`src/verilog/pcm_pkg.sv`:
```
// pcm_pkg: register map, field layout and timing constants of the power and clock manager.
// assumes a single 100 MHz system clock; the slow clock is derived from it by a divider.
package pcm_pkg;

  // register byte offsets
  localparam logic [7:0] pcm_off_core_en    = 8'h00;
  localparam logic [7:0] pcm_off_core_dis   = 8'h04;
  localparam logic [7:0] pcm_off_core_state = 8'h08;
  localparam logic [7:0] pcm_off_per_en     = 8'h10;
  localparam logic [7:0] pcm_off_per_dis    = 8'h14;
  localparam logic [7:0] pcm_off_per_state  = 8'h18;
  localparam logic [7:0] pcm_off_cgmode     = 8'h20;
  localparam logic [7:0] pcm_off_pwr_cmd    = 8'h28;
  localparam logic [7:0] pcm_off_pwr_mode   = 8'h2c;
  localparam logic [7:0] pcm_off_cg_state   = 8'h30;
  localparam logic [7:0] pcm_off_irq_en     = 8'h34;
  localparam logic [7:0] pcm_off_irq_dis    = 8'h38;
  localparam logic [7:0] pcm_off_irq_mask   = 8'h3c;

  // reset values
  localparam logic        pcm_core_rst     = 1'b1;
  localparam logic [31:0] pcm_per_rst      = 32'h0000_0000;
  localparam logic [31:0] pcm_cgmode_rst   = 32'h0000_0000;
  localparam logic [7:0]  pcm_pwr_mode_rst = 8'h01;
  localparam logic [1:0]  pcm_irq_mask_rst = 2'h0;

  // implemented peripheral clock bits: 2-11 and 13-18
  localparam logic [31:0] pcm_per_valid    = 32'h0007_effc;

  // clock generator mode field positions
  localparam int pcm_bit_bypass   = 0;
  localparam int pcm_bit_osc_en   = 1;
  localparam int pcm_bit_clkout_d = 2;
  localparam int pcm_prescaler_sel_lsb     = 4;
  localparam int pcm_mul_lsb      = 8;
  localparam int pcm_css_lsb      = 14;
  localparam int pcm_oscnt_lsb    = 16;
  localparam int pcm_pllcnt_lsb   = 24;
  localparam logic [31:0] pcm_cgmode_mask = 32'h3fff_ff77;

  localparam logic [2:0] pcm_prescaler_sel_rsvd = 3'h7;

  typedef enum logic [1:0] {
    pcm_css_slow = 2'h0,
    pcm_css_osc  = 2'h1,
    pcm_css_pll  = 2'h2,
    pcm_css_rsvd = 2'h3
  } pcm_css_type;

  // shut-down pin selection codes
  localparam logic [1:0] pcm_pin_tris = 2'h0;
  localparam logic [1:0] pcm_pin_low  = 2'h1;
  localparam logic [1:0] pcm_pin_high = 2'h2;

  // timing
  localparam int pcm_clk_mhz      = 100;
  localparam int pcm_slow_hz      = 32768;
  localparam int pcm_slow_cycles  = (pcm_clk_mhz * 1000000) / pcm_slow_hz;
  localparam int pcm_osc_tick_div = 8;

  // axi responses
  localparam logic [1:0] pcm_resp_okay = 2'h0;

  typedef struct packed {
    logic        osc_stable;
    logic        pll_locked;
  } pcm_status_type;

endpackage

```
`src/verilog/pcm_regs.sv`:
```
// pcm_regs: axi4-lite register block of the power and clock manager.
// assumes a synchronous active-low reset and inputs synchronous to aclk.
//
// Local design decision: the AXI4-Lite interface to the registers.
`timescale 1ns/1ps
`default_nettype none

// Contract
// - core enable write-one starts core clock
// - core disable write-one stops core clock
// - core state reads running, resets one
// - peripheral enable write-one starts clocks
// - peripheral disable write-one stops clocks
// - peripheral state shows running clocks
// - bypass bit selects external clock input
// - oscillator enable bit runs oscillator
// - output disable bit tri-states clock pin
// - prescaler divides by powers of two
// - pll factor zero powers pll down
// - clock source selects slow, osc, pll
// - osc counter preloads, ticks slow/8
// - pll counter preloads on factor change
// - shutdown command drives selected pin state
// - wake command drives pin, wins tie
// - forbidden clock source writes are ignored
// - stable flag set when counter reaches zero
module pcm_regs #(
  parameter int slow_cycles = pcm_pkg::pcm_slow_cycles
) (
  // system
  input  wire logic        aclk,
  input  wire logic        aresetn,
  // axi4-lite write
  input  wire logic [7:0]  s_awaddr,
  input  wire logic        s_awvalid,
  output logic             s_awready,
  input  wire logic [31:0] s_wdata,
  input  wire logic [3:0]  s_wstrb,
  input  wire logic        s_wvalid,
  output logic             s_wready,
  output logic [1:0]       s_bresp,
  output logic             s_bvalid,
  input  wire logic        s_bready,
  // axi4-lite read
  input  wire logic [7:0]  s_araddr,
  input  wire logic        s_arvalid,
  output logic             s_arready,
  output logic [31:0]      s_rdata,
  output logic [1:0]       s_rresp,
  output logic             s_rvalid,
  input  wire logic        s_rready,
  // clock controls
  output logic             core_clk_en,
  output logic [31:0]      periph_clk_en,
  output logic             osc_enable,
  output logic             osc_bypass,
  output logic [5:0]       pll_factor,
  output logic [1:0]       clk_source,
  output logic [2:0]       prescaler_sel,
  output logic             master_clock_en,
  output logic             clk_out_pin_o,
  output logic             clk_out_pin_oe,
  output logic             shutdown_pin_o,
  output logic             shutdown_pin_oe
);

  // write channel: address and data held until both present
  logic        aw_have_q;
  logic [7:0]  aw_addr_q;
  logic        w_have_q;
  logic [31:0] w_data_q;
  logic [3:0]  w_strb_q;
  logic        bvalid_q;
  logic        awready_q;
  logic        wready_q;
  logic        arready_q;
  logic        rvalid_q;
  logic [31:0] rdata_q;

  // block state
  logic        core_q;
  logic [31:0] per_q;
  logic [31:0] cg_q;
  logic [7:0]  pmode_q;
  logic [1:0]  imask_q;
  logic [7:0]  osc_cnt_q;
  logic        osc_counting_q;
  logic        osc_stable_q;
  logic [5:0]  pll_cnt_q;
  logic        pll_counting_q;
  logic        pll_locked_q;
  logic [1:0]  shd_state_q;
  logic [15:0] slow_div_q;
  logic        slow_tick_q;
  logic [2:0]  osc_div_q;
  logic [6:0]  prescaler_sel_cnt_q;
  logic        mck_en_q;
  logic        clk_out_q;
  logic        clk_out_oe_q;
  logic        shd_o_q;
  logic        shd_oe_q;

  wire         wr_fire   = aw_have_q && w_have_q && !bvalid_q;
  wire         wr_full   = (w_strb_q == 4'hf);
  wire [31:0]  wd        = w_data_q;
  wire         wr_core_en  = wr_fire && aw_addr_q == pcm_pkg::pcm_off_core_en;
  wire         wr_core_dis = wr_fire && aw_addr_q == pcm_pkg::pcm_off_core_dis;
  wire         wr_per_en   = wr_fire && aw_addr_q == pcm_pkg::pcm_off_per_en;
  wire         wr_per_dis  = wr_fire && aw_addr_q == pcm_pkg::pcm_off_per_dis;
  wire         wr_cg       = wr_fire && aw_addr_q == pcm_pkg::pcm_off_cgmode && wr_full;
  wire         wr_cmd      = wr_fire && aw_addr_q == pcm_pkg::pcm_off_pwr_cmd;
  wire         wr_pmode    = wr_fire && aw_addr_q == pcm_pkg::pcm_off_pwr_mode;
  wire         wr_irq_en   = wr_fire && aw_addr_q == pcm_pkg::pcm_off_irq_en;
  wire         wr_irq_dis  = wr_fire && aw_addr_q == pcm_pkg::pcm_off_irq_dis;

  // candidate mode word and its fields
  wire [31:0]  cg_new     = wd & pcm_pkg::pcm_cgmode_mask;
  wire         new_osc_en = cg_new[pcm_pkg::pcm_bit_osc_en];
  wire [2:0]   new_prescaler_sel   = cg_new[pcm_pkg::pcm_prescaler_sel_lsb +: 3];
  wire [5:0]   new_mul    = cg_new[pcm_pkg::pcm_mul_lsb +: 6];
  wire [1:0]   new_css    = cg_new[pcm_pkg::pcm_css_lsb +: 2];
  wire [7:0]   new_oscnt  = cg_new[pcm_pkg::pcm_oscnt_lsb +: 8];
  wire [5:0]   new_pllcnt = cg_new[pcm_pkg::pcm_pllcnt_lsb +: 6];
  wire [1:0]   cur_css    = cg_q[pcm_pkg::pcm_css_lsb +: 2];
  wire         cur_osc_en = cg_q[pcm_pkg::pcm_bit_osc_en];
  wire [5:0]   cur_mul    = cg_q[pcm_pkg::pcm_mul_lsb +: 6];

  // forbidden combinations keep the old word
  wire cg_rsvd    = (new_prescaler_sel == pcm_pkg::pcm_prescaler_sel_rsvd) ||
                    (new_css == pcm_pkg::pcm_css_rsvd);
  wire leave_slow = (new_css != pcm_pkg::pcm_css_slow) && !(cur_osc_en && osc_stable_q && new_osc_en);
  wire pll_kill   = (new_mul == 6'h00) && (cur_css == pcm_pkg::pcm_css_pll || new_css == pcm_pkg::pcm_css_pll);
  wire osc_kill   = !new_osc_en && (cur_css != pcm_pkg::pcm_css_slow || new_css != pcm_pkg::pcm_css_slow);
  wire cg_ok      = wr_cg && !cg_rsvd && !leave_slow && !pll_kill && !osc_kill;
  wire osc_load   = cg_ok && new_osc_en && !cur_osc_en && new_oscnt != 8'h00;
  wire pll_load   = cg_ok && new_mul != cur_mul && new_mul != 6'h00 && new_pllcnt != 6'h00;
  wire osc_tick   = slow_tick_q && osc_div_q == 3'(pcm_pkg::pcm_osc_tick_div - 1);

  // axi write handshake
  always_ff @(posedge aclk)
  begin
    if (!aresetn)
    begin
      aw_have_q <= 1'b0;
      w_have_q  <= 1'b0;
      bvalid_q  <= 1'b0;
      awready_q <= 1'b0;
      wready_q  <= 1'b0;
      aw_addr_q <= 8'h00;
      w_data_q  <= 32'h0000_0000;
      w_strb_q  <= 4'h0;
    end
    else
    begin
      awready_q <= !aw_have_q && !awready_q && s_awvalid;
      wready_q  <= !w_have_q && !wready_q && s_wvalid;
      if (s_awvalid && awready_q)
      begin
        aw_have_q <= 1'b1;
        aw_addr_q <= {s_awaddr[7:2], 2'b00};
      end
      if (s_wvalid && wready_q)
      begin
        w_have_q <= 1'b1;
        w_data_q <= s_wdata;
        w_strb_q <= s_wstrb;
      end
      if (wr_fire)
      begin
        aw_have_q <= 1'b0;
        w_have_q  <= 1'b0;
        bvalid_q  <= 1'b1;
      end
      else if (bvalid_q && s_bready)
        bvalid_q <= 1'b0;
    end
  end

  // read data mux; write-only and reserved offsets read zero
  logic [31:0] rd_mux;
  always_comb
  begin
    case ({s_araddr[7:2], 2'b00})
      pcm_pkg::pcm_off_core_state: rd_mux = {31'h0, core_q};
      pcm_pkg::pcm_off_per_state:  rd_mux = per_q;
      pcm_pkg::pcm_off_cgmode:     rd_mux = cg_q;
      pcm_pkg::pcm_off_pwr_mode:   rd_mux = {24'h0, pmode_q};
      pcm_pkg::pcm_off_cg_state:   rd_mux = {30'h0, pll_locked_q, osc_stable_q};
      pcm_pkg::pcm_off_irq_mask:   rd_mux = {30'h0, imask_q};
      default:                     rd_mux = 32'h0000_0000;
    endcase
  end

  always_ff @(posedge aclk)
  begin
    if (!aresetn)
    begin
      arready_q <= 1'b0;
      rvalid_q  <= 1'b0;
      rdata_q   <= 32'h0000_0000;
    end
    else
    begin
      arready_q <= !rvalid_q && !arready_q && s_arvalid;
      if (s_arvalid && arready_q)
      begin
        rvalid_q <= 1'b1;
        rdata_q  <= rd_mux;
      end
      else if (rvalid_q && s_rready)
        rvalid_q <= 1'b0;
    end
  end

  // clock gating and configuration state
  always_ff @(posedge aclk)
  begin
    if (!aresetn)
    begin
      core_q  <= pcm_pkg::pcm_core_rst;
      per_q   <= pcm_pkg::pcm_per_rst;
      cg_q    <= pcm_pkg::pcm_cgmode_rst;
      pmode_q <= pcm_pkg::pcm_pwr_mode_rst;
      imask_q <= pcm_pkg::pcm_irq_mask_rst;
    end
    else
    begin
      if (wr_core_dis && wd[0])
        core_q <= 1'b0;
      else if (wr_core_en && wd[0])
        core_q <= 1'b1;
      if (wr_per_en)
        per_q <= per_q | (wd & pcm_pkg::pcm_per_valid);
      if (wr_per_dis)
        per_q <= per_q & ~(wd & pcm_pkg::pcm_per_valid);
      if (cg_ok)
        cg_q <= cg_new;
      if (wr_pmode)
        pmode_q <= wd[7:0];
      if (wr_irq_en)
        imask_q <= imask_q | wd[1:0];
      if (wr_irq_dis)
        imask_q <= imask_q & ~wd[1:0];
    end
  end

  // slow clock tick and start-up counters
  always_ff @(posedge aclk)
  begin
    if (!aresetn)
    begin
      slow_div_q     <= 16'h0000;
      slow_tick_q    <= 1'b0;
      osc_div_q      <= 3'h0;
      osc_cnt_q      <= 8'h00;
      osc_counting_q <= 1'b0;
      osc_stable_q   <= 1'b0;
      pll_cnt_q      <= 6'h00;
      pll_counting_q <= 1'b0;
      pll_locked_q   <= 1'b0;
    end
    else
    begin
      slow_tick_q <= slow_div_q == 16'(slow_cycles - 1);
      slow_div_q  <= (slow_div_q == 16'(slow_cycles - 1)) ? 16'h0000 : slow_div_q + 16'h0001;
      if (slow_tick_q)
        osc_div_q <= osc_div_q + 3'h1;
      if (!cg_q[pcm_pkg::pcm_bit_osc_en])
      begin
        osc_stable_q   <= 1'b0;
        osc_counting_q <= 1'b0;
      end
      if (osc_load)
      begin
        osc_cnt_q      <= new_oscnt;
        osc_counting_q <= 1'b1;
        osc_stable_q   <= 1'b0;
      end
      else if (osc_counting_q && osc_tick)
      begin
        osc_cnt_q <= osc_cnt_q - 8'h01;
        if (osc_cnt_q == 8'h01)
        begin
          osc_counting_q <= 1'b0;
          osc_stable_q   <= 1'b1;
        end
      end
      else if (cg_q[pcm_pkg::pcm_bit_osc_en] && !osc_counting_q && osc_cnt_q == 8'h00)
        osc_stable_q <= 1'b1;
      if (cur_mul == 6'h00 || !osc_stable_q)
      begin
        pll_locked_q   <= 1'b0;
        pll_counting_q <= 1'b0;
      end
      if (pll_load)
      begin
        pll_cnt_q      <= new_pllcnt;
        pll_counting_q <= 1'b1;
        pll_locked_q   <= 1'b0;
      end
      else if (pll_counting_q && slow_tick_q)
      begin
        pll_cnt_q <= pll_cnt_q - 6'h01;
        if (pll_cnt_q == 6'h01)
        begin
          pll_counting_q <= 1'b0;
          pll_locked_q   <= osc_stable_q;
        end
      end
    end
  end

  // master clock enable: prescaler divides selected source tick
  wire       src_tick = (cur_css == pcm_pkg::pcm_css_slow) ? slow_tick_q : 1'b1;
  wire [6:0] prescaler_sel_lim = 7'((1 << cg_q[pcm_pkg::pcm_prescaler_sel_lsb +: 3]) - 1);

  // shut-down pin: wake command wins over shut-down
  wire       do_wake = wr_cmd && wd[1];
  wire       do_shd  = wr_cmd && wd[0] && !wd[1];

  always_ff @(posedge aclk)
  begin
    if (!aresetn)
    begin
      prescaler_sel_cnt_q   <= 7'h00;
      mck_en_q     <= 1'b0;
      clk_out_q    <= 1'b0;
      clk_out_oe_q <= 1'b0;
      shd_state_q  <= pcm_pkg::pcm_pin_tris;
      shd_o_q      <= 1'b0;
      shd_oe_q     <= 1'b0;
    end
    else
    begin
      mck_en_q <= 1'b0;
      if (src_tick)
      begin
        prescaler_sel_cnt_q <= (prescaler_sel_cnt_q >= prescaler_sel_lim) ? 7'h00 : prescaler_sel_cnt_q + 7'h01;
        mck_en_q   <= prescaler_sel_cnt_q >= prescaler_sel_lim;
      end
      if (mck_en_q)
        clk_out_q <= ~clk_out_q;
      clk_out_oe_q <= !cg_q[pcm_pkg::pcm_bit_clkout_d];
      if (do_wake)
        shd_state_q <= pmode_q[3:2];
      else if (do_shd)
        shd_state_q <= pmode_q[1:0];
      shd_oe_q <= shd_state_q == pcm_pkg::pcm_pin_low || shd_state_q == pcm_pkg::pcm_pin_high;
      shd_o_q  <= shd_state_q == pcm_pkg::pcm_pin_high;
    end
  end

  assign s_awready       = awready_q;
  assign s_wready        = wready_q;
  assign s_bvalid        = bvalid_q;
  assign s_bresp         = pcm_pkg::pcm_resp_okay;
  assign s_arready       = arready_q;
  assign s_rvalid        = rvalid_q;
  assign s_rdata         = rdata_q;
  assign s_rresp         = pcm_pkg::pcm_resp_okay;
  assign core_clk_en     = core_q;
  assign periph_clk_en   = per_q;
  assign osc_enable      = cg_q[pcm_pkg::pcm_bit_osc_en];
  assign osc_bypass      = cg_q[pcm_pkg::pcm_bit_bypass];
  assign pll_factor      = cur_mul;
  assign clk_source      = cur_css;
  assign prescaler_sel   = cg_q[pcm_pkg::pcm_prescaler_sel_lsb +: 3];
  assign master_clock_en = mck_en_q;
  assign clk_out_pin_o   = clk_out_q;
  assign clk_out_pin_oe  = clk_out_oe_q;
  assign shutdown_pin_o  = shd_o_q;
  assign shutdown_pin_oe = shd_oe_q;

  // assertions
  chk_core_enable: assert property (@(posedge aclk) disable iff (!aresetn)
    wr_core_en && wd[0] && !wr_core_dis |=> core_q) else $error("core clock not enabled");
  chk_core_disable: assert property (@(posedge aclk) disable iff (!aresetn)
    wr_core_dis && wd[0] |=> !core_q) else $error("core clock not disabled");
  chk_per_set: assert property (@(posedge aclk) disable iff (!aresetn)
    wr_per_en |=> (per_q & ($past(wd) & pcm_pkg::pcm_per_valid)) == ($past(wd) & pcm_pkg::pcm_per_valid))
    else $error("peripheral clock not enabled");
  chk_per_clear: assert property (@(posedge aclk) disable iff (!aresetn)
    wr_per_dis |=> (per_q & $past(wd)) == 32'h0) else $error("peripheral clock not disabled");
  chk_cg_forbid: assert property (@(posedge aclk) disable iff (!aresetn)
    wr_cg && (cg_rsvd || pll_kill || osc_kill) |=> $stable(cg_q)) else $error("forbidden write took");
  chk_prescaler_sel_rsvd: assert property (@(posedge aclk) disable iff (!aresetn)
    cg_q[pcm_pkg::pcm_prescaler_sel_lsb +: 3] != pcm_pkg::pcm_prescaler_sel_rsvd) else $error("reserved prescaler");
  chk_osc_stable: assert property (@(posedge aclk) disable iff (!aresetn)
    osc_stable_q |-> cg_q[pcm_pkg::pcm_bit_osc_en] || $past(cg_q[pcm_pkg::pcm_bit_osc_en]))
    else $error("stable without oscillator");
  chk_wake_wins: assert property (@(posedge aclk) disable iff (!aresetn)
    do_wake |=> shd_state_q == $past(pmode_q[3:2])) else $error("wake command lost");
  chk_shd_cmd: assert property (@(posedge aclk) disable iff (!aresetn)
    do_shd |=> shd_state_q == $past(pmode_q[1:0])) else $error("shutdown command lost");
  chk_clkout_dis: assert property (@(posedge aclk) disable iff (!aresetn)
    cg_q[pcm_pkg::pcm_bit_clkout_d] [*2] |-> !clk_out_oe_q) else $error("clock pin driven");

endmodule

`default_nettype wire

```
`config.mk`:
```
export PLATFORM = sky130hd
export DESIGN_NAME = pcm_regs
export DESIGN_NICKNAME = d
export VERILOG_FILES = /design/src/verilog/pcm_pkg.sv /design/src/verilog/pcm_regs.sv
export SDC_FILE = /design/constraint.sdc
export NUM_CORES = 1
export LEC_CHECK = 0
export BUFFER_PORTS_ARGS = -buffer_cell sky130_fd_sc_hd__buf_2
export CORE_MARGIN = 8
export CORE_UTILIZATION = 35
export DETAILED_ROUTE_END_ITERATION = 6
export SLEW_MARGIN = 10
export SYNTH_ARGS = -nofsm -noshare
export SYNTH_HDL_FRONTEND = slang
export SYNTH_SLANG_ARGS = --single-unit
```
`constraint.sdc`:
```
create_clock -name aclk -period 6.2 [get_ports aclk]
set_input_delay 0.31 -clock aclk [delete_from_list [all_inputs] [get_ports aclk]]
set_output_delay 0.31 -clock aclk [all_outputs]
set_load 0.005 [all_outputs]
```
## Word-level counts from Yosys, hierarchy flattened

Cells that the tools add are included.

| cells by class | value |
|---|---|
| bitwise logic cells | 8 |
| order comparisons | 1 |
| add/sub/neg operators | 6 |
| shift operators | 1 |
| mux-type cells | 34 |
| equality and inequality tests | 26 |
| reduce and logical (&&, ||, !) cells | 93 |

Operators with widths:

| operator | number |
|---|---|
| 32-bit case mux with 6 select lines | 1 |
| 32-bit 2-to-1 mux | 2 |
| 6-bit by 4-bit equality test with 1-bit output, second input constant | 9 |
| 1-bit logical AND | 48 |
| 32-bit AND | 1 |
| 19-bit NOT with 32-bit output | 1 |
| 32-bit by 19-bit OR with 32-bit output | 1 |
| 1-bit 2-to-1 mux | 22 |
| 2-bit nonzero test | 10 |
| 6-bit by 3-bit equality test with 1-bit output, second input constant | 3 |
| 1-bit zero test | 17 |
| 16-bit by 1-bit adder with 16-bit output, second input constant | 1 |
| 16-bit by 12-bit equality test with 1-bit output, second input constant | 1 |
| 8-bit zero test | 2 |
| 8-bit 2-to-1 mux | 2 |
| 6-bit by 1-bit equality test with 1-bit output, second input constant | 2 |
| 6-bit zero test | 2 |
| 6-bit 2-to-1 mux | 2 |
| 6-bit nonzero test | 2 |
| 2-bit equality test, second input constant | 4 |
| 8-bit by 1-bit equality test with 1-bit output, second input constant | 1 |
| 2-bit 2-to-1 mux | 4 |
| 8-bit nonzero test | 1 |
| 2-bit OR reduction | 4 |
| 20 further kinds | 26 |

| storage, ports and cells | value |
|---|---|
| bits in registers | 202 |
| output and inout port bits | 92 |
| input port bits | 59 |

## Depth between registers and ports, before layout

| logic depth | value |
|---|---|
| word-level depth | 12 |
| gate-level depth with buffers | 8 |
| mapped depth without buffers | 7 |

## Worst setup path after synthesis

No wires, ideal clock.

| timing path | value |
|---|---|
| kind | reg-to-reg |
| start | reg aw_addr_q[7] |
| end | reg cg_q[1] |
| stages on the path, launching flop included | 6 |
| data required time | 6.130 ns |
| arrival | 2.213 ns |
| buffers on the path | 0 |
| path slack | 3.917 ns |
| clock period less this slack | 2.283 ns |
| library setup time | 0.070 ns |
| cells stage by stage | dfxtp_1 > or4b_4 > or4_4 > or3b_1 > or3_1 > a21oi_1 |

| between the ends | value |
|---|---|
| word-level cells in the longest chain between the ends | 7 |

Ends and longest elaborated chain:

| what | RTL line | text |
|---|---|---|
| start: declaration | pcm_regs.sv:69 | `logic [7:0] aw_addr_q;` |
| start signal: assignment | pcm_regs.sv:160 | `aw_addr_q <= {s_awaddr[7:2], 2'b00};` |
| 6-bit by 4-bit equality test with 1-bit output | pcm_regs.sv:110 | `wire wr_cg = wr_fire && aw_addr_q == pcm_pkg::pcm_off_cgmode && wr_full;` |
| 1-bit logical AND (2 in series) | pcm_regs.sv:110 |  |
| 1-bit logical AND (4 in series) | pcm_regs.sv:134 | `wire cg_ok = wr_cg && !cg_rsvd && !leave_slow && !pll_kill && !osc_kill;` |
| end signal: assignment | pcm_regs.sv:222 | `cg_q <= pcm_pkg::pcm_cgmode_rst;` |
| end signal: assignment | pcm_regs.sv:237 | `cg_q <= cg_new;` |
| end: declaration | pcm_regs.sv:83 | `logic [31:0] cg_q;` |

Every way passes these cells.
A chain may end at the register's enable or synchronous reset.

## Worst setup path in the final report

| timing path | value |
|---|---|
| start | reg aw_addr_q[7] |
| end | reg cg_q[22] |

Same word-level chain as after synthesis.

==> impl_metrics.json <==
{
  "crit_path_cell_trace": "or4b_4 > or4_4 > nand4bb_1 > buf_4 > nand2_1 > a21oi_1",
  "min_period_ns": 2.82,
  "maxSlewHeadroom": 0.267,
  "clock_skew_ns": 0.00862,
  "ys_warn_count": 0,
  "synth_cell_type_count": 62,
  "fmax_ghz": 0.354,
  "cts_resized": 0,
  "synth_seq_area_share": 0.455,
  "cts_tree": "done",
  "yosys_register_bits": 184,
  "min_path_cells": 3,
  "postCtsHoldBufs": 0,
  "yosysTopAreaCellShare": 0.455,
  "synth.area.top_cells": "dfxtp_1 46%, nand2_1 8.9%, a21oi_1 6.9%",
  "critPathBufInv": 1,
  "avgSynthCellArea_um2": 8.34,
  "cp_slowest_stage_delay_ns": 0.62,
  "worstHoldPathType": "input port to register",
  "holdWs_ns": 0.112,
  "ys_top_cells_by_count": "191 x nand2_1, 184 x dfxtp_1, 112 x a21oi_1",
  "cap_violations": 0,
  "fin_setup_tns_ns": 0,
  "clock-sinks": 184,
  "ant_nets": 0,
  "synth-main-ff-cell": "dfxtp_1",
  "critical_path_class": "register to register",
  "place.gp.congestion": 0.820,
  "irDropWorstVdd_v": 0.000127,
  "synth_top_area_cell": "dfxtp_1",
  "synth_edf_count": 0,
  "viasPerCell": 5.14,
  "status": "finished, final reports clean",
  "grt_pass1_wl_um": 35400,
  "period_share": 0.455,
  "setup_viol_count_final": 0,
  "grt-ovfl-total": 0,
  "hpwl_um": 15400,
  "dr.pass1.iters": 5,
  "chipHeight_um": 168,
  "nFillCells": 2266,
  "slew_viol_final": 0,
  "worst_path_dominant_cell_family": "simple AND/OR/NAND/NOR gates",
  "worstPathRequired_ns": 6.49,
  "rsz0062_at_grt": "false",
  "fin_area_mm2": 0.00929,
  "cts_setup_buffers": 0,
  "drt-total-wl_um": 22200,
  "area_delta_synth_final_pct": 14.8,
  "syn_inst": 970,
  "final_nets": 1121,
  "vias": 6905,
  "htreeDepth": 4,
  "ys_async_sr_fraction": 0,
  "ios": 151,
  "p_per_area_mw_per_mm2": 259,
  "drc": 0,
  "layout-drive-gt1-share": 0.161,
  "worstPathMaxFanout": 16,
  "grt_start_max_net_pins": 75,
  "place_ws_ns": 3.37,
  "antenna_found_initial": 0,
  "dieWidth_um": 168,
  "cp.arrival_ns": 3.11,
  "final_util": 0.410,
  "placedInstanceArea_mm2": 0.00870,
  "synth_most_common_cell": "nand2_1",
  "fin_ws_ns": 3.38,
  "row_count": 55,
  "p_leak_nw": 3.52,
  "worst_pin_slew_ns": 1.09,
  "crit_path_start_kind": "register",
  "clk_pin_slew_ns": 0.07,
  "finalHoldViolations": 0,
  "crit_path_end_kind": "register",
  "core_area_mm2": 0.0226,
  "grt_pass1_vias": 6569,
  "initial_utilization": 0.357,
  "grt_usage": 0.155,
  "n_antenna_cell": 0,
  "clock_tree.buffer_depth": 2,
  "wl_per_cell_um": 16.6,
  "crit_slowest_cell": "nand4bb_1",
  "syn_area_mm2": 0.00809,
  "portBuffers": 122,
  "clock_latency_ns": 0.43,
  "numCtsBuffers": 17,
  "reg2regPathDepth": 6,
  "dr.first_iter.drc_count": 551,
  "dieArea_mm2": 0.0282,
  "cp.depth": 6,
  "cts_root_buf": "clkbuf_16"
}
layer usage:
| layer | up-vias | global-route usage | share of wire |
|---|---|---|---|
| met5 | - | 0 | 0 |
| li1 | 3452 | - | - |
| met2 | 194 | 0.249 | 0.45 |
| met1 | 3242 | 0.204 | 0.48 |
| met4 | 0 | 0.0423 | 0.0099 |
| met3 | 17 | 0.0386 | 0.065 |
layout by cell type (no fill, tap or decap), types with 3 or more instances in the layout:
master	count
nor3_1	16
a222oi_1	5
o22ai_1	3
nand4_1	8
nand2_1	191
conb_1	22
buf_2	122
xor2_1	15
nor3b_1	5
mux2i_1	19
a21oi_1	112
inv_1	17
nor4_1	10
and2_1	16
or3_1	3
a22oi_1	12
a211oi_1	13
o21ai_0	23
clkbuf_16	17
nor2_1	64
xnor2_1	25
nand3_1	38
and4_1	3
clkinv_2	3
clkbuf_8	3
nand3b_1	3
a2bb2oi_1	6
nand4b_1	5
inv_6	3
dfxtp_1	184
buf_4	7
a311oi_1	16
and3_1	5
ha_1	17
report_power, final:
part | switching, W | total, W | internal, W
combinational | 0.0000631 | 0.0000941 | 0.0000310
sequential | 0.0000183 | 0.00121 | 0.00119
clock | 0.000466 | 0.00109 | 0.000628
total | 0.000548 | 0.00240 | 0.00185
through the flow:
| step | total power [W] | std cells |
|---|---|---|
| 6_report | 0.00240 | 1343 |
| 5_1_grt | 0.00248 | 1343 |
| 4_1_cts | 0.00243 | 1343 |
| 3_5_place_dp | 0.00133 | 1311 |
| 3_3_place_gp | 0.00133 | 1311 |
| 2_1_floorplan | 0.00130 | 991 |
cell families after synthesis:
logic type / count (synthesis) / share of synthesized area
flip-flops: 184 / 0.455
adder cells (fa/ha/maj): 17 / 0.0263
AO/OA/AOI/OAI: 205 / 0.154
XOR/XNOR: 40 / 0.0433
other: 1 / 0.000464
multiplexers: 19 / 0.0235
buffers and inverters: 112 / 0.0693
AND/OR/NAND/NOR: 392 / 0.228
worst register-to-register path: stages, from the launching register on:
cell and delay (ns):
dfxtp_1 0.33, or4b_4 0.58, or4_4 0.56, nand4bb_1 0.62, buf_4 0.43, nand2_1 0.09, a21oi_1 0.06
final cells by class:
type,instances,area [um2],area share
flip-flops and latches,184,3680,0.397
inverters,18,70.1,0.00754
multi-input cells,695,3920,0.422
clock buffers,22,474,0.0511
repair buffers,129,663,0.0714
well taps,285,357,0.0384
clock inverters,10,116,0.0125
final timing paths:
| kind | from | endpoint | slack (ns) |
|---|---|---|---|
| worst min register to register | s_rdata[23] | s_rdata[23] | 0.45 |
| worst min-delay path | s_wdata[9] | w_data_q[9] | 0.11 |
| worst max register to register | aw_addr_q[7] | cg_q[22] | 3.38 |
| worst max-delay path | aw_addr_q[7] | cg_q[22] | 3.38 |
state kept, by name (all words and copies together), names as in the netlist, 2 cells and up, named ones only:
register and flops:
cg_q 28, pmode_q 8, s_rdata 30, shd_state_q 2, pll_cnt_q 6, prescaler_sel_cnt_q 7, osc_div_q 3, aw_addr_q 6
w_data_q 30, slow_div_q 16, w_strb_q 4, osc_cnt_q 8
Power figures use the tool's default switching activity.
